**config.mk**
```make
export PLATFORM = sky130hd
export DESIGN_NAME = lbhpi_top
export DESIGN_NICKNAME = d
export VERILOG_FILES = /design/src/lbhpi_reset_filter.v /design/src/lbhpi_top.v
export VERILOG_INCLUDE_DIRS = /design/src
export SDC_FILE = /design/constraint.sdc
export NUM_CORES = 1
export LEC_CHECK = 0
export ABC_AREA = 1
export ABC_CLOCK_PERIOD_IN_PS = 2450
export BUFFER_PORTS_ARGS = -buffer_cell sky130_fd_sc_hd__buf_2
export CORE_MARGIN = 2
export CORE_UTILIZATION = 45
export CTS_BUF_LIST = sky130_fd_sc_hd__clkbuf_4
export DETAILED_ROUTE_END_ITERATION = 8
export PLACE_DENSITY = 0.6
export SYNTH_ARGS = -nofsm -noshare
export SYNTH_HDL_FRONTEND = slang
export SYNTH_HIERARCHICAL = 1
export SYNTH_SLANG_ARGS = --single-unit
```
**constraint.sdc**
```tcl
create_clock -name clk_i -period 2.45 [get_ports clk_i]
set_input_delay 0.49 -clock clk_i [delete_from_list [all_inputs] [get_ports clk_i]]
set_output_delay 0.49 -clock clk_i [all_outputs]
set_load 0.005 [all_outputs]
```
**src/lbhpi_defs.vh**
```
// Constants for the local bus host pin interface
`ifndef LBHPI_DEFS_VH
`define LBHPI_DEFS_VH

// =========================================================
// Timing
// =========================================================
`define LBHPI_CLK_PERIOD_PS    32'd5000
`define LBHPI_RESET_FILTER_PS  32'd100000
`define LBHPI_RESET_FILTER_CYC ((`LBHPI_RESET_FILTER_PS + `LBHPI_CLK_PERIOD_PS - 32'd1) / `LBHPI_CLK_PERIOD_PS)

// =========================================================
// Field positions and widths
// =========================================================
`define LBHPI_ADDR_W           20
`define LBHPI_DATA_W           16
`define LBHPI_BASE_LSB         4
`define LBHPI_BASE_MSB         15
`define LBHPI_REG_IDX_W        3
`define LBHPI_INT_LINES        4

// =========================================================
// Reset values and wait count
// =========================================================
`define LBHPI_BASE_RST         12'h030
`define LBHPI_ROM_BASE_RST     4'hc
`define LBHPI_WAIT_CYC         4'h2

`endif

```
**src/lbhpi_reset_filter.v**
```verilog
// Glitch filter for the active-high reset pin
`timescale 1ns/1ps
`include "lbhpi_defs.vh"

module lbhpi_reset_filter #(
  parameter CNT_W = 8
) (
  // Clock and power-on reset
  input  wire clk_i,
  input  wire rst_n_i,
  // Raw pin and filtered result
  input  wire reset_pin_i,
  output reg  reset_o
);

  // =========================================================
  // Synchroniser
  // =========================================================
  reg             sync_a;
  reg             sync_b;
  reg [CNT_W-1:0] cnt;
  localparam [31:0]      FILT_FULL = `LBHPI_RESET_FILTER_CYC;
  localparam [CNT_W-1:0] FILT_CYC  = FILT_FULL[CNT_W-1:0];

  // Two stages; only the second is read
  always @(posedge clk_i or negedge rst_n_i) begin
    if (!rst_n_i) begin
      sync_a <= 1'b0;
      sync_b <= 1'b0;
    end else begin
      sync_a <= reset_pin_i;
      sync_b <= sync_a;
    end
  end

  // =========================================================
  // Width qualifier
  // =========================================================
  // filter short pulses
  always @(posedge clk_i or negedge rst_n_i) begin
    if (!rst_n_i) begin
      cnt     <= {CNT_W{1'b0}};
      reset_o <= 1'b0;
    end else if (!sync_b) begin
      cnt     <= {CNT_W{1'b0}};
      reset_o <= 1'b0;
    end else if (cnt < FILT_CYC) begin
      cnt <= cnt + {{(CNT_W-1){1'b0}}, 1'b1};
    end else begin
      reset_o <= 1'b1;            // Held long enough
    end
  end

endmodule

```
**src/lbhpi_top.v**
```verilog
// Local bus host pin interface: decode, latch, data path, ROM select, interrupts
// Functional notes
// - Sample ROM strap at reset end; high=local
// - Drive ROM select on read of ROM
// - Decode only while address qualifier low
// - Ready pulled low stretches host access
// - Sixteen-bit bidirectional register data path
// - Reset active high, filtered 100ns
// - Latch address, byte enable on strobe fall
// - Interrupt high on one of four outputs
// - Unselected interrupt outputs high impedance
// - Twenty address inputs for decoding
// - Wide cycle indicate on base match
`timescale 1ns/1ps
`include "lbhpi_defs.vh"

module lbhpi_top #(
  parameter ADDR_W = `LBHPI_ADDR_W,
  parameter DATA_W = `LBHPI_DATA_W,
  parameter IDX_W  = `LBHPI_REG_IDX_W
) (
  // Clock and power-on reset
  input  wire              clk_i,
  input  wire              rst_n_i,
  // Reset pin
  input  wire              reset_pin_i,
  // Address and qualifiers
  input  wire [ADDR_W-1:0] addr_i,
  input  wire              address_qualifier_i,
  input  wire              address_latch_strobe_i,
  input  wire              upper_byte_enable_n_i,
  // Strobes
  input  wire              io_read_n_i,
  input  wire              io_write_n_i,
  input  wire              memory_read_strobe_n_i,
  // Data bus, three signals
  input  wire [DATA_W-1:0] data_i,
  output reg  [DATA_W-1:0] data_o,
  output reg               data_oe_o,
  // ROM select strap pin
  input  wire              rom_select_strap_i,
  output reg               rom_select_strap_o,
  output reg               rom_select_strap_oe_o,
  // Open-drain wait and wide cycle
  output reg               channel_ready_out_oe_o,
  output reg               wide_cycle_indicate_n_oe_o,
  // Configuration from the core
  input  wire              wide_mode_i,
  input  wire [11:0]       base_addr_i,
  input  wire [3:0]        rom_base_i,
  input  wire [1:0]        interrupt_line_select_i,
  input  wire              core_irq_i,
  // Interrupt lines with enables
  output reg  [3:0]        interrupt_out_o,
  output reg  [3:0]        interrupt_out_oe_o,
  // Status to the core
  output reg               local_bus_mode_o,
  output reg               chip_reset_o
);

  // =========================================================
  // Pin synchronisers
  // =========================================================
  localparam NSYNC = ADDR_W + DATA_W + 7;
  reg  [NSYNC-1:0] s1;
  reg  [NSYNC-1:0] s2;
  wire [NSYNC-1:0] raw = {addr_i, data_i, address_qualifier_i, address_latch_strobe_i,
                          upper_byte_enable_n_i, io_read_n_i, io_write_n_i,
                          memory_read_strobe_n_i, rom_select_strap_i};

  // Address, data and strobes share one sync depth, so a strobe
  // edge and the data it qualifies arrive on the same cycle
  // Cost: two cycles of latency on every pin path
  // Reset to ones matches the pulled-up idle pins
  // Two-flop chain per pin bit; idle strobes high
  genvar g;
  generate
    for (g = 0; g < NSYNC; g = g + 1) begin : g_sync
      always @(posedge clk_i or negedge rst_n_i) begin
        if (!rst_n_i) begin
          s1[g] <= 1'b1;
          s2[g] <= 1'b1;
        end else begin
          s1[g] <= raw[g];
          s2[g] <= s1[g];
        end
      end
    end
  endgenerate

  // Field order follows the raw concatenation, strap at bit 0
  // twenty address inputs
  wire [ADDR_W-1:0] a_s    = s2[NSYNC-1 -: ADDR_W];
  wire [DATA_W-1:0] d_s    = s2[7 +: DATA_W];
  wire              aen_s  = s2[6];
  wire              ale_s  = s2[5];
  wire              ube_s  = s2[4];
  wire              rd_s   = s2[3];
  wire              wr_s   = s2[2];
  wire              mrd_s  = s2[1];
  wire              strap_s = s2[0];

  // =========================================================
  // Reset filter
  // =========================================================
  wire rst_f;

  // Pulses shorter than the filter never reach the core
  // Power-on reset still acts at once through rst_n_i
  // qualified reset
  lbhpi_reset_filter #(
    .CNT_W (8)
  ) u_rst (
    .clk_i       (clk_i),
    .rst_n_i     (rst_n_i),
    .reset_pin_i (reset_pin_i),
    .reset_o     (rst_f)
  );

  // =========================================================
  // Strap capture
  // =========================================================
  reg rst_q;

  // Captured once per reset, on the cycle the filtered reset drops
  // Power-on default is local bus, as for an open strap pin
  // Strap driver is off during reset, so the board pull is seen
  // strap taken on falling edge of reset
  always @(posedge clk_i or negedge rst_n_i) begin
    if (!rst_n_i) begin
      rst_q            <= 1'b0;
      chip_reset_o     <= 1'b0;
      local_bus_mode_o <= 1'b1;
    end else begin
      rst_q        <= rst_f;
      chip_reset_o <= rst_f;
      if (rst_q && !rst_f) begin
        local_bus_mode_o <= strap_s;   // Open pin pulls high
      end
    end
  end

  // =========================================================
  // Address latch
  // =========================================================
  reg              ale_q;
  reg [ADDR_W-1:0] a_lat;
  reg              ube_lat;
  reg              lat_valid;
  reg              stb_idle_q;
  wire             stb_idle = rd_s && wr_s && mrd_s;

  // Only strobes returning to idle close a latched cycle; the gap
  // between latch strobe and read or write strobe is all idle
  // Limitation: a latch with no strobe after it stays in use
  // capture on strobe falling edge
  always @(posedge clk_i or negedge rst_n_i) begin
    if (!rst_n_i) begin
      ale_q      <= 1'b1;
      stb_idle_q <= 1'b1;
      a_lat      <= {ADDR_W{1'b0}};
      ube_lat    <= 1'b1;
      lat_valid  <= 1'b0;
    end else begin
      ale_q      <= ale_s;
      stb_idle_q <= stb_idle;
      if (ale_q && !ale_s) begin
        a_lat     <= a_s;
        ube_lat   <= ube_s;
        lat_valid <= 1'b1;
      end else if (stb_idle && !stb_idle_q) begin
        lat_valid <= 1'b0;          // Cycle over, fall back to live lines
      end
    end
  end

  // Latched values win while a latched cycle is open
  wire [ADDR_W-1:0] a_use   = lat_valid ? a_lat : a_s;
  wire              ube_use = lat_valid ? ube_lat : ube_s;

  // =========================================================
  // Decode
  // =========================================================
  // qualifier low enables decode
  wire io_hit  = !aen_s && local_bus_mode_o &&
                 (a_use[`LBHPI_BASE_MSB:`LBHPI_BASE_LSB] == base_addr_i);
  wire wide_hit = io_hit && wide_mode_i;
  // Memory cycles are qualified like I/O cycles
  // ROM window in top address nibble
  wire rom_hit = !aen_s && local_bus_mode_o && !mrd_s && (a_use[ADDR_W-1 -: 4] == rom_base_i);

  wire io_rd   = io_hit && !rd_s;
  wire io_wr   = io_hit && !wr_s;
  // Word index from A3:A1; A0 steers the byte lane
  wire [IDX_W-1:0] idx = a_use[IDX_W:1];

  // =========================================================
  // Register file behind the data path
  // =========================================================
  reg [DATA_W-1:0] regs [0:(1<<IDX_W)-1];
  integer          i;

  // Stand-in for the core registers; filtered reset clears them
  // Odd address with upper enable puts the low lane in the upper byte
  // writes while strobe held; upper byte per enable
  always @(posedge clk_i or negedge rst_n_i) begin
    if (!rst_n_i) begin
      for (i = 0; i < (1<<IDX_W); i = i + 1) begin
        regs[i] <= {DATA_W{1'b0}};
      end
    end else begin
      if (rst_f) begin
        for (i = 0; i < (1<<IDX_W); i = i + 1) begin
          regs[i] <= {DATA_W{1'b0}};
        end
      end else if (io_wr) begin
        if (!a_use[0]) begin
          regs[idx][7:0] <= d_s[7:0];
        end
        if (!ube_use) begin
          regs[idx][15:8] <= a_use[0] ? d_s[7:0] : d_s[15:8];
        end
      end
    end
  end

  // =========================================================
  // Wait states
  // =========================================================
  reg [3:0] wait_cnt;
  reg       acc_q;
  wire      acc = io_rd || io_wr;

  // Only the first cycle of an access loads the counter, so a
  // strobe held long after release is not stretched twice
  // Fixed count; a real core would hold ready until data is ready
  // Counter width covers any wait count up to fifteen
  // hold ready low for a fixed count
  always @(posedge clk_i or negedge rst_n_i) begin
    if (!rst_n_i) begin
      acc_q                  <= 1'b0;
      wait_cnt               <= 4'h0;
      channel_ready_out_oe_o <= 1'b0;
    end else begin
      acc_q <= acc;
      if (acc && !acc_q) begin
        wait_cnt               <= `LBHPI_WAIT_CYC;
        channel_ready_out_oe_o <= 1'b1;
      end else if (wait_cnt != 4'h0) begin
        wait_cnt <= wait_cnt - 4'h1;
      end else begin
        channel_ready_out_oe_o <= 1'b0;   // Release; host may end cycle
      end
    end
  end

  // =========================================================
  // Output drivers
  // =========================================================
  // Read data is registered every cycle; the enable gates the pins
  // Wide cycle indicate follows the decode alone, ahead of strobes
  // Strap pin is driven only outside reset, so the board pull is
  // what the strap capture sees
  // read data with byte steering; wide cycle; ROM select
  always @(posedge clk_i or negedge rst_n_i) begin
    if (!rst_n_i) begin
      data_o                     <= {DATA_W{1'b0}};
      data_oe_o                  <= 1'b0;
      wide_cycle_indicate_n_oe_o <= 1'b0;
      rom_select_strap_o         <= 1'b1;
      rom_select_strap_oe_o      <= 1'b0;
    end else begin
      data_o                     <= a_use[0] ? {8'h00, regs[idx][15:8]} : regs[idx];
      data_oe_o                  <= io_rd;
      wide_cycle_indicate_n_oe_o <= wide_hit;
      rom_select_strap_o         <= !rom_hit;
      rom_select_strap_oe_o      <= local_bus_mode_o && !rst_f;
    end
  end

  // =========================================================
  // Interrupt routing
  // =========================================================
  // Select decoded per line, one compare each
  // Exactly one enable is high for any select value
  // one line driven, others released
  generate
    for (g = 0; g < `LBHPI_INT_LINES; g = g + 1) begin : g_int
      always @(posedge clk_i or negedge rst_n_i) begin
        if (!rst_n_i) begin
          interrupt_out_o[g]    <= 1'b0;
          interrupt_out_oe_o[g] <= 1'b0;
        end else begin
          interrupt_out_oe_o[g] <= (interrupt_line_select_i == g);
          interrupt_out_o[g]    <= (interrupt_line_select_i == g) && core_irq_i;
        end
      end
    end
  endgenerate

endmodule

```
Word level (Yosys, flattened, before mapping)
Cells that the tools add are included.
Operators by class
  multiplexer cells: 29
  $lt $le $gt $ge: 3
  $add $sub $neg: 2
  bitwise operators: 1
  equality and inequality tests: 8
  reduce and logical (&&, ||, !) cells: 34
Operators with widths (number)
  $mux 128: 6
  $bwmux 128: 2
  $demux 16 s3: 2
  $mux 16: 4
  $bmux 16 s3: 1
  $mux 8: 4
  $mux 20: 1
  $logic_and 1x1->1: 19
  $eq 12x12->1: 1
  $logic_not 1->1: 9
  $add 8x1->8 const B: 1
  $lt 8x5->1 const B: 1
  $mux 4: 2
  $mux 1: 7
  $ne 2x2->1 const B: 3
  $reduce_bool 2->1: 3
  $eq 2x2->1 const B: 2
  $eq 4x4->1: 1
  $ge 4x4->1 const B: 1
  $lt 4x1->1 const B: 1
  $not 3->4: 1
  $reduce_bool 4->1: 1
  $sub 4x1->4 const B: 1
  $eq 2x1->1 const B: 1
  2 further kinds: 2
Storage, ports and cells
  word-level logic and storage cells: 198
  register bits after elaboration: 285
  output and inout port bits: 31

Logic depth before layout (Yosys ltp)
Gate-level depths: netlist of the first run.
  word-level depth: 14
  gate-level depth with buffers: 15
  depth with buffers taken out: 13

By module
Netlist of the first run, hierarchy kept.
Modules (own cells, without submodules)
  lbhpi_top: times used 1, cells each 1377, area each 12341.8 µm²
  lbhpi_reset_filter: times used 1, cells each 51, area each 493.0 µm²

Worst setup path before layout of the first run
Ideal clock, no wire load.
  kind: register to register
  from: register lat_valid
  to: register regs[24] (netlist bit)
  clock period less this slack: 1.869 ns
  path slack: 0.581 ns
  arrival time: 1.751 ns
  required time: 2.332 ns
  setup time: 0.118 ns
  path buffers: 4
  cell stages (with the launch flop): 11
  path through: dfrtp_1 buf_6 buf_6 buf_6 nand2_1 o21ai_1 buf_4 o21ai_1 nand2_2 nand2_1 nand2_1
Between the ends
  longest elaborated chain between the ends: 11
  elaborated cells between the ends (all ways): 22
  those cells by class: order compare (2); eq/ne (1); mux (14); bitwise (1); reduce/logical (4)
RTL lines
  start, declared: line lbhpi_top.v:149  | reg lat_valid;
  start signal, assigned: line lbhpi_top.v:163  | lat_valid <= 1'b0;
  start signal, assigned: line lbhpi_top.v:170  | lat_valid <= 1'b1;
  start signal, assigned: line lbhpi_top.v:172  | lat_valid <= 1'b0;
  parallel branches: the longest is 11 deep, another holds $ge 4x4->1
  end signal, assigned by index: line lbhpi_top.v:214  | regs[i] <= {DATA_W{1'b0}};
  end signal, assigned by index: line lbhpi_top.v:218  | regs[idx][7:0] <= d_s[7:0];
  end signal, assigned by index: line lbhpi_top.v:221  | regs[idx][15:8] <= a_use[0] ? d_s[7:0] : d_s[15:8];
  end, declared: line lbhpi_top.v:200  | reg [DATA_W-1:0] regs [0:(1<<IDX_W)-1];
Several ways; the timed one is not identified. The select of a mux whose other input is x is not followed.
A chain may end at the register's enable or synchronous reset.

Worst setup path in the final report of the first run
  from: register lat_valid
  to: register regs[50] (netlist bit)
Between the ends
  longest elaborated chain between the ends: 14
  elaborated cells between the ends (all ways): 21
  those cells by class: order compare (2); eq/ne (1); mux (13); bitwise (1); reduce/logical (4)
RTL lines
  $mux 20: line lbhpi_top.v:178  | wire [ADDR_W-1:0] a_use = lat_valid ? a_lat : a_s;
  $not 3->4: line lbhpi_top.v:218, lbhpi_top.v:221
  $ge 4x4->1 (implied by the code) / $lt 4x1->1 (equally long branches): line lbhpi_top.v:218
  $logic_and 1x1->1 (implied by the code): line lbhpi_top.v:218
  $mux 8 (implied by the code): line lbhpi_top.v:218
  $demux 16 s3: line lbhpi_top.v:218
  $bwmux 128: line lbhpi_top.v:218
  $mux 128: line lbhpi_top.v:217  | if (!a_use[0]) begin
  $mux 128: line lbhpi_top.v:216  | end else if (io_wr) begin
  $mux 128: line lbhpi_top.v:212  | if (rst_f) begin
  $bwmux 128: line lbhpi_top.v:221
  $mux 128: line lbhpi_top.v:220  | if (!ube_use) begin
  $mux 128: line lbhpi_top.v:216
  $mux 128: line lbhpi_top.v:212
Several ways; a longest one is shown, not always the timed one. The select of a mux whose other input is x is not followed.

==> flow_summary.json, run 1 <==
{
  "cts_inserted_buffers": 77,
  "peakVddDrop_uv": 537,
  "unrepaired_setup_endpoints_after_global_routing": "true",
  "tritoncts": "yes",
  "cts.sinks": 285,
  "ios": 97,
  "grt_first_pass_wirelength_mm": 56.2,
  "clkSlewWorstSetupHoldPaths_ns": 0.07,
  "dr.pass1.iters": 7,
  "synth_ff_type": "sky130_fd_sc_hd__dfrtp_1",
  "whs_endpoint": "rom_select_strap_o$_DFF_PN1_",
  "clock.fmax_mhz": 429,
  "setup_slack_ns": 0.119,
  "regArea_sq_mm": 0.00725,
  "route.detailed.vias_per_inst": 5.17,
  "via_count": 10800,
  "clk-insertion-delay-late_ns": 0.70,
  "rows": 61,
  "die_h_um": 173,
  "timing.final.crit_period_ns": 2.33,
  "leakage_nw": 7.78,
  "period_share_pct": 95.1,
  "globalRoute.totalOverflow": 0,
  "number_of_global_route_vias_before_repair": 10800,
  "die_area_sq_mm": 0.0299,
  "stdcell_count": 2091,
  "multiInputGateArea_sq_mm": 0.00498,
  "crit_path_top_delay_cell": "sky130_fd_sc_hd__nand3_2",
  "post-dp-hpwl_mm": 21.9,
  "final_antenna_net_count": 0,
  "outcome": "finished clean",
  "synth_edf_count": 0,
  "initial_core_util_pct": 45.9,
  "worstSetupEndpointType": "flop",
  "critical-path-max-stage-delay_ns": 0.46,
  "grt_start_max_net_pins": 96,
  "yosys.cell_count.top_type": "sky130_fd_sc_hd__nand2_1",
  "power.density_mw_per_mm2": 688,
  "initial_antenna_violation_count": 1,
  "synthTopCellsByArea": "sky130_fd_sc_hd__dfrtp_1, sky130_fd_sc_hd__dfstp_2, sky130_fd_sc_hd__nand2_1, sky130_fd_sc_hd__nand3_1, sky130_fd_sc_hd__nor4_1",
  "buffer_ports.inserted": 96,
  "die-width_um": 173,
  "initial_detailed_routing_violation_count": 947,
  "gate_count_of_the_mapped_netlist": 1428,
  "ys_seq_area_share_pct": 56.5,
  "nFillCells": 2604,
  "maxSlewHeadroom_pct": 26.2,
  "drive_gt1_share_pct": 27.8,
  "gpl.final_weighted_congestion": 0.845,
  "cp_data_arrival_time_ns": 2.90,
  "critical_path.cell_chain": "buf_12 -> o21ai_0 -> nand3_2 -> o21ai_4 -> nand2_2 -> nand2_1 -> nand2_1",
  "cts-htree-levels": 3,
  "dp_slack_ns": -0.0515,
  "synth_top_cell_area_share_pct": 37.8,
  "clock_skew_ns": 0.0666,
  "post-place-cells": 1889,
  "drt-wirelength-per-cell_um": 16.1,
  "post_synth_instance_area_sq_mm": 0.0128,
  "cells_on_worst_reg2reg_path": 7,
  "timing.rr.end": "regs[50]$_DFFE_PN0P_",
  "syn_avg_cell_area_sq_um": 8.99,
  "clockBufferDepth": 3,
  "postSynthNetCount": 1497,
  "setup-violations-final": 0,
  "floorplan.core_area_sq_mm": 0.0279,
  "hp-start": "rom_base_i[3]",
  "timing.setup.tns_ns": 0,
  "worst-setup-path-type": "flop to flop",
  "final_routed_wirelength_mm": 33.7,
  "crit_path_start_kind": "flop",
  "hold_violations": 0,
  "synth_area_leader_cell": "sky130_fd_sc_hd__dfrtp_1",
  "critPathMostFrequentCell": "sky130_fd_sc_hd__nand2_1",
  "cp.required_ns": 3.02,
  "tightestPinTransition_ns": 1.10,
  "worst_case_register_to_register_setup_slack_ns": 0.12,
  "yosys_register_bits": 285,
  "ys_types": 43,
  "r2r_start": "lat_valid$_DFFE_PN0P_",
  "global_route.usage.total_pct": 23.2,
  "clock-root-buffer": "sky130_fd_sc_hd__clkbuf_4",
  "crit_fanout": 28,
  "class_of_the_most_critical_hold_timing_path": "input pin to flop",
  "number_of_nets_in_the_layout": 1726,
  "drc": 0,
  "min_delay_path_depth": 3,
  "final-max-slew-violation-count": 0,
  "cap_viol_max_count": 0,
  "yosysWarnings": 6,
  "cell_types_with_the_highest_counts_after_synthesis": "sky130_fd_sc_hd__nand2_1, sky130_fd_sc_hd__dfrtp_1, sky130_fd_sc_hd__nand3_1",
  "ys_async_sr_fraction_pct": 100,
  "sum_of_internal_switching_and_leakage_power_mw": 10.9,
  "growth_of_design_area_from_synthesis_to_finish_pct": 23.1
}
## flip-flops by register name (all words and copies together) (netlist names), 4 cells and up
register            count
a_lat                  20
s1                     43
interrupt_out_o         4
wait_cnt                4
interrupt_out_oe_o      4
u_rst/cnt               8
d_s                    16
regs                  128
a_s                    20
data_o                 16
## metrics by stage
step | utilization, % | hold slack [ns] | cell area [sq um]
floorplan | - | 0.194 | 12800
global placement | 50.1 | 0.338 | 14000
detailed placement | 50.1 | 0.341 | 14000
CTS | 55.6 | 0.00928 | 15500
global route | 56.6 | 0.0193 | 15800
finish | 56.6 | 0.0614 | 15800
## timing repair
action | CTS | global route
cloned | 0 | 3
resized for setup | 5 | 14
buffers inserted | 0 | 14
hold buffers | 50 | 0
hold endpoints to repair | 86 | 0
pin swaps | 0 | 5
setup endpoints to repair | 10 | 130
## metal layers
metal / up-vias / GRT usage (%) / wire length (um)
li1: 5260 / - / -
met1: 5087 / 33.4 / 15600
met2: 393 / 34.5 / 14900
met3: 62 / 5.30 / 2530
met4: 0 / 7.98 / 728
met5: - / 0 / 0
## critical path: cells and delay by family (launching register included)
kind | cells | cell delay (ns)
DFF | 1 | 0.43
AOI/OAI and AO/OA | 2 | 0.79
buffers and inverters | 1 | 0.19
and+or+nand+nor | 4 | 0.81
## cell families after synthesis
group                      share of synthesized area [%]
AOI/OAI and AO/OA                                   7.08
xor gates and xnor gates                           0.546
adders and majority gates                          0.292
buffers and inverters                               5.58
DFF                                                 56.5
muxes                                               1.13
and+or+nand+nor                                     28.9
## layout by cell type (no fill, tap or decap), types with 3 or more instances in the layout
master,synthesis,layout
sky130_fd_sc_hd__buf_12,0,14
sky130_fd_sc_hd__buf_2,33,95
sky130_fd_sc_hd__nand3_1,159,158
sky130_fd_sc_hd__nand2_1,478,478
sky130_fd_sc_hd__nand3b_1,4,4
sky130_fd_sc_hd__o21ai_4,6,12
sky130_fd_sc_hd__nor4_2,7,7
sky130_fd_sc_hd__ha_1,3,3
sky130_fd_sc_hd__o21ai_0,44,44
sky130_fd_sc_hd__dfrtp_1,194,193
sky130_fd_sc_hd__a31oi_1,4,4
sky130_fd_sc_hd__o21ai_2,20,16
sky130_fd_sc_hd__buf_4,8,60
sky130_fd_sc_hd__clkbuf_4,0,117
sky130_fd_sc_hd__nor3_1,12,12
sky130_fd_sc_hd__mux2_2,12,12
sky130_fd_sc_hd__clkinv_1,1,8
sky130_fd_sc_hd__xnor2_1,6,6
sky130_fd_sc_hd__nand4_1,11,11
sky130_fd_sc_hd__nand2_4,0,8
sky130_fd_sc_hd__clkinv_4,0,3
sky130_fd_sc_hd__nor2_1,44,43
sky130_fd_sc_hd__dfstp_2,91,91
sky130_fd_sc_hd__inv_1,68,68
sky130_fd_sc_hd__nand2_2,21,13
sky130_fd_sc_hd__dlygate4sd3_1,0,50
sky130_fd_sc_hd__clkbuf_16,0,3
sky130_fd_sc_hd__a21oi_1,69,69
sky130_fd_sc_hd__nor4_1,73,73
## report_power, final
| part | leakage, nW | internal (mW) | switching, mW |
|---|---|---|---|
| Clock | 0.594 | 2.30 | 1.96 |
| Combinational | 3.57 | 0.550 | 1.10 |
| Sequential | 3.61 | 4.91 | 0.0694 |
## worst max-delay path by stage
stage	start	end	depth (start not counted)
2_1_floorplan	lat_valid$_DFFE_PN0P_	regs[24]$_DFFE_PN0P_	10
3_3_place_gp	lat_valid$_DFFE_PN0P_	regs[80]$_DFFE_PN0P_	7
3_5_place_dp	lat_valid$_DFFE_PN0P_	regs[83]$_DFFE_PN0P_	7
4_1_cts	lat_valid$_DFFE_PN0P_	regs[64]$_DFFE_PN0P_	7
5_1_grt	lat_valid$_DFFE_PN0P_	regs[49]$_DFFE_PN0P_	7
6_report	lat_valid$_DFFE_PN0P_	regs[50]$_DFFE_PN0P_	7
## area by class of cell
cell class	instances	share of cell area [%]
well taps	378	2.99
clock inverters	16	0.760
diodes	2	0.0317
clock buffers	117	5.56
multi-input cells	996	31.5
repair buffers	225	11.5
inverters	72	1.74
flip-flops and latches	285	45.9
(Power assumes the default switching activity.)
==> inputs of run 2 (changes only) <==
CTS_BUF_LIST = not set   (was sky130_fd_sc_hd__clkbuf_4)
==> flow_summary.json, run 2 (synthesized netlist as in run 1, its figures left out) <==
{
  "outcome": "finished clean",
  "unrepaired_setup_endpoints_after_global_routing": "false",
  "clock_power_share_pct": 41.0,
  "seqPwrFrac_pct": 44.8,
  "post-dp-hpwl_mm": 21.9,
  "internal_power_mw": 8.04,
  "most-common-layout-cells": "sky130_fd_sc_hd__nand2_1, sky130_fd_sc_hd__dfrtp_1, sky130_fd_sc_hd__nand3_1, sky130_fd_sc_hd__buf_2, sky130_fd_sc_hd__dfstp_2",
  "power.density_mw_per_mm2": 728,
  "route.detailed.vias_per_inst": 5.26,
  "clock_skew_ns": 0.0130,
  "critical_path.cell_chain": "inv_4 -> buf_4 -> nand2_1 -> nand3_1 -> nand2_1 -> nor2_1 -> nand2_1 -> nor2_1 -> nand3b_1 -> nand2_4 -> buf_12 -> nand2_2 -> nand2_1 -> nand2_1",
  "buffer_ports.inserted": 96,
  "global_route.usage.total_pct": 22.2,
  "ios": 97,
  "gpl.final_weighted_congestion": 0.845,
  "final_routed_wirelength_mm": 32.8,
  "final_common_cell": "sky130_fd_sc_hd__nand2_1",
  "cp_data_arrival_time_ns": 2.75,
  "globalRoute.totalOverflow": 0,
  "tightestPinTransition_ns": 1.09,
  "peakVddDrop_uv": 679,
  "cp.required_ns": 2.90,
  "r2r_start": "lat_valid$_DFFE_PN0P_",
  "clock.fmax_mhz": 435,
  "growth_of_design_area_from_synthesis_to_finish_pct": 18.9,
  "stdcell_count": 1964,
  "drc": 0,
  "number_of_global_route_vias_before_repair": 10100,
  "grt_start_max_net_pins": 96,
  "timing.final.crit_period_ns": 2.30,
  "regs_by_ff_count": "regs x128, s1 x43",
  "hp-start": "addr_i[12]",
  "floorplan.core_area_sq_mm": 0.0279,
  "tritoncts": "yes",
  "timing.setup.tns_ns": 0,
  "worst_case_register_to_register_setup_slack_ns": 0.15,
  "fin_hold_ws_ns": 0.0205,
  "die_area_sq_mm": 0.0299,
  "final_antenna_net_count": 0,
  "maxSlewHeadroom_pct": 27.0,
  "net_switching_power_figure_mw": 3.06,
  "clockBufferDepth": 3,
  "clk-insertion-delay-late_ns": 0.56,
  "final-max-slew-violation-count": 0,
  "critPathMostFrequentCell": "sky130_fd_sc_hd__nand2_1",
  "hold_violations": 0,
  "class_of_the_most_critical_hold_timing_path": "input pin to flop",
  "number_of_nets_in_the_layout": 1630,
  "cts_inserted_buffers": 31,
  "clock-root-buffer": "sky130_fd_sc_hd__clkbuf_16",
  "setup-violations-final": 0,
  "clkSlewWorstSetupHoldPaths_ns": 0.06,
  "whs_endpoint": "s1[35]$_DFF_PN1_",
  "largest_register_ff_count": 128,
  "cts-htree-levels": 1,
  "largest_register": "regs",
  "dr.pass1.iters": 5,
  "crit_fanout": 18,
  "min_delay_path_depth": 1,
  "crit_path_top_delay_cell": "sky130_fd_sc_hd__dfrtp_1",
  "period_share_pct": 93.9,
  "rows": 61,
  "swShare_pct": 27.6,
  "crit_path_start_kind": "flop",
  "grt_first_pass_wirelength_mm": 54.1,
  "initial_antenna_violation_count": 0,
  "worstSetupEndpointType": "flop",
  "initial_detailed_routing_violation_count": 956,
  "drt-wirelength-per-cell_um": 16.7,
  "die-width_um": 173,
  "cts.sinks": 285,
  "cap_viol_max_count": 0,
  "worst-setup-path-type": "flop to flop",
  "post-place-cells": 1889,
  "via_count": 10300,
  "cells_on_worst_reg2reg_path": 14,
  "sum_of_internal_switching_and_leakage_power_mw": 11.1,
  "die_h_um": 173,
  "comb_power_share_pct": 14.1,
  "timing.rr.end": "regs[125]$_DFFE_PN0P_",
  "drive_gt1_share_pct": 25.5,
  "leakage_nw": 7.38,
  "post-route-util_pct": 54.6,
  "nFillCells": 2615,
  "initial_core_util_pct": 45.9,
  "n_antenna_cell": 0,
  "critical-path-max-stage-delay_ns": 0.43
}
run 2: worst max path at each step:
| stage | startpoint | endpoint | slack [ns] | cells past startpoint |
|---|---|---|---|---|
| after floorplan | lat_valid$_DFFE_PN0P_ | regs[24]$_DFFE_PN0P_ | 0.58 | 10 |
| after global placement | lat_valid$_DFFE_PN0P_ | regs[80]$_DFFE_PN0P_ | -0.01 | 7 |
| after detailed placement | lat_valid$_DFFE_PN0P_ | regs[83]$_DFFE_PN0P_ | -0.05 | 7 |
| after CTS | lat_valid$_DFFE_PN0P_ | regs[64]$_DFFE_PN0P_ | -0.01 | 7 |
| after global routing | lat_valid$_DFFE_PN0P_ | regs[95]$_DFFE_PN0P_ | 0.006 | 9 |
| final | lat_valid$_DFFE_PN0P_ | regs[125]$_DFFE_PN0P_ | 0.15 | 14 |
run 2: power by group through the flow:
stage	Combinational [mW]	Sequential, mW	Clock [mW]
after global routing	1.71	5.00	4.85
after floorplan	0.874	5.04	0
after detailed placement	1.49	5.06	0
final	1.57	4.98	4.56
after CTS	1.51	4.98	4.64
after global placement	1.48	5.06	0
run 2: metrics by stage:
step	area, sq um	worst slack [ns]
after floorplan	12800	0.581
after global placement	14000	-0.0127
after detailed placement	14000	-0.0515
after CTS	15000	-0.0137
after global routing	15300	0.00557
final	15300	0.150
run 2: worst max-delay path: cells and delay by family (launching register included):
kind                   cells  cell delay (ns)
buffers and inverters      3             0.46
flip-flops                 1             0.43
AND/OR/NAND/NOR           11             1.29
run 2: cell type report:
cell class                      count  area (sq um)  share of cell area [%]
Multi-Input combinational cell    996          4950                    32.4
Inverter                           72           275                    1.80
Timing Repair Buffer              175          1310                    8.58
Clock buffer                       40           881                    5.77
Tap cell                          378           473                    3.10
Clock inverter                     18           126                   0.828
Sequential cell                   285          7250                    47.5
run 2: repair_timing:
item	CTS	global route
hold endpoints to repair	24	0
pin swaps	0	6
endpoints found under the setup margin	16	130
resized for setup	3	10
cloned	0	3
setup buffers	0	13
hold buffers	1	0
run 2: layer usage:
| metal | up-vias | track usage, % | share of wire [%] |
|---|---|---|---|
| met1 | 4929 | 33.6 | 46 |
| met4 | 0 | 5.86 | 1.8 |
| li1 | 5018 | - | - |
| met5 | - | 0 | 0 |
| met2 | 349 | 32.6 | 44 |
| met3 | 43 | 4.24 | 7.8 |
==> inputs of run 3 (changes only) <==
ABC_CLOCK_PERIOD_IN_PS = 2500   (was 2450)
clock period = 2.5 ns   (was 2.45 ns; I/O delays follow)
==> flow_summary.json, run 3 (synthesized netlist as in run 1, its figures left out) <==
{
  "worstSetupEndpointType": "flop",
  "regs_by_ff_count": "regs x128, s1 x43",
  "maxSlewHeadroom_pct": 27.1,
  "hold_violations": 0,
  "gpl.final_weighted_congestion": 0.834,
  "crit_fanout": 22,
  "clk-insertion-delay-late_ns": 0.55,
  "rows": 61,
  "floorplan.core_area_sq_mm": 0.0279,
  "die-width_um": 173,
  "whs_endpoint": "s1[17]$_DFF_PN1_",
  "critPathMostFrequentCell": "sky130_fd_sc_hd__nand3_1",
  "post-dp-hpwl_mm": 21.7,
  "drt-wirelength-per-cell_um": 16.3,
  "cp_data_arrival_time_ns": 2.85,
  "net_switching_power_figure_mw": 2.88,
  "n_antenna_cell": 0,
  "grt_first_pass_wirelength_mm": 52.0,
  "global_route.usage.total_pct": 21.4,
  "worst_case_register_to_register_setup_slack_ns": 0.13,
  "grt_start_max_net_pins": 72,
  "swShare_pct": 26.1,
  "hp-start": "data_i[10]",
  "min_delay_path_depth": 1,
  "dr.pass1.iters": 6,
  "most-common-layout-cells": "sky130_fd_sc_hd__nand2_1, sky130_fd_sc_hd__dfrtp_1, sky130_fd_sc_hd__nand3_1, sky130_fd_sc_hd__buf_2, sky130_fd_sc_hd__dfstp_2",
  "cp.required_ns": 2.98,
  "clock_power_share_pct": 42.1,
  "tightestPinTransition_ns": 1.09,
  "cap_viol_max_count": 0,
  "critical_path.cell_chain": "buf_8 -> o21ai_4 -> nand3_1 -> buf_4 -> nor4_1 -> nand3_1 -> nand2_1",
  "timing.final.crit_period_ns": 2.37,
  "period_share_pct": 95.0,
  "clkSlewWorstSetupHoldPaths_ns": 0.06,
  "die_area_sq_mm": 0.0299,
  "number_of_global_route_vias_before_repair": 9729,
  "final-max-slew-violation-count": 0,
  "clock_skew_ns": 0.0158,
  "outcome": "finished clean",
  "leakage_nw": 7.30,
  "peakVddDrop_uv": 550,
  "largest_register": "regs",
  "route.detailed.vias_per_inst": 5.23,
  "timing.rr.end": "regs[90]$_DFFE_PN0P_",
  "comb_power_share_pct": 13.6,
  "initial_antenna_violation_count": 0,
  "dpl_cell_area_sq_mm": 0.0139,
  "crit_path_start_kind": "flop",
  "r2r_start": "lat_valid$_DFFE_PN0P_",
  "setup_slack_ns": 0.125,
  "growth_of_design_area_from_synthesis_to_finish_pct": 17.8,
  "post-route-util_pct": 54.1,
  "cts_inserted_buffers": 31,
  "cells_on_worst_reg2reg_path": 7,
  "drive_gt1_share_pct": 24.4,
  "critical_path.startpoint": "lat_valid$_DFFE_PN0P_",
  "ios": 97,
  "globalRoute.totalOverflow": 0,
  "critical-path-max-stage-delay_ns": 0.48,
  "tritoncts": "yes",
  "stdcell_count": 1953,
  "drc": 0,
  "initial_detailed_routing_violation_count": 875,
  "initial_core_util_pct": 45.9,
  "sum_of_internal_switching_and_leakage_power_mw": 11.0,
  "die_h_um": 173,
  "cts-htree-levels": 1,
  "internal_power_mw": 8.13,
  "clock-root-buffer": "sky130_fd_sc_hd__clkbuf_16",
  "largest_register_ff_count": 128,
  "post-place-cells": 1888,
  "buffer_ports.inserted": 96,
  "fin_area_sq_mm": 0.0151,
  "nFillCells": 2654,
  "final_antenna_net_count": 0,
  "unrepaired_setup_endpoints_after_global_routing": "false",
  "clock.fmax_mhz": 421,
  "final_routed_wirelength_mm": 31.8,
  "worst-setup-path-type": "flop to flop",
  "setup-violations-final": 0,
  "via_count": 10200,
  "class_of_the_most_critical_hold_timing_path": "input pin to flop",
  "cts.sinks": 285,
  "seqPwrFrac_pct": 44.3,
  "final_common_cell": "sky130_fd_sc_hd__nand2_1",
  "dp_slack_ns": -0.00291,
  "power.density_mw_per_mm2": 728,
  "number_of_nets_in_the_layout": 1620,
  "clockBufferDepth": 3,
  "crit_path_top_delay_cell": "sky130_fd_sc_hd__o21ai_4"
}
[run 3: changes by cell type in the layout (fill, tap and decap cells not counted), sizes merged]
cell,change
buf,-7
clkbuf,+10
clkinv,-8
clkinvlp,-1
inv,-5
[run 3: worst max-delay path by stage]
stage,to,slack (ns)
2_1_floorplan,regs[24]$_DFFE_PN0P_,0.63
3_3_place_gp,regs[106]$_DFFE_PN0P_,0.04
3_5_place_dp,regs[104]$_DFFE_PN0P_,-0.003
4_1_cts,regs[49]$_DFFE_PN0P_,0.04
5_1_grt,regs[64]$_DFFE_PN0P_,0.004
6_report,regs[90]$_DFFE_PN0P_,0.13
[run 3: what timing repair did]
item                                    CTS  global route
setup buffers                             0             7
pin swaps                                 0             2
endpoints found under the setup margin    9           133
hold buffers                              1             0
cloned                                    0             0
endpoints found under the hold margin    60             0
gates resized for setup                   2             8
[run 3: layer usage]
| layer | track usage (%) | wire (um) |
|---|---|---|
| met4 | 6.04 | 738 |
| met2 | 32.0 | 13700 |
| met3 | 3.63 | 1940 |
| met1 | 32.1 | 15400 |
| met5 | 0 | 0 |
[run 3: final cells by class]
class	count	area [sq um]	share of cell area, %
clock inverters	4	45.0	0.298
flip-flops and latches	285	7250	47.9
repair buffers	165	1130	7.48
clock buffers	53	1020	6.76
inverters	72	278	1.84
well taps	378	473	3.13
multi-input cells	996	4920	32.5
[run 3: power by group through the flow]
stage,clock (mW),combinational (mW),sequential (mW)
2_1_floorplan,0,0.856,4.94
3_3_place_gp,0,1.43,4.95
3_5_place_dp,0,1.44,4.96
4_1_cts,4.74,1.45,4.88
5_1_grt,4.95,1.62,4.90
6_report,4.63,1.50,4.88
[run 3: worst max-delay path, delay by kind of cell (launching register included)]
| kind | cells | cell delay [ns] |
|---|---|---|
| AO/OA/AOI/OAI | 1 | 0.48 |
| AND/OR/NAND/NOR | 4 | 0.90 |
| flip-flops | 1 | 0.45 |
| buffers and inverters | 2 | 0.47 |
[run 3: through the flow]
stage,hold slack (ns),setup TNS (ns)
detailed placement,0.347,-0.00291
global placement,0.344,0
finish,0.0419,0
floorplan,0.204,0
global route,0.0224,0
CTS,0.0215,0
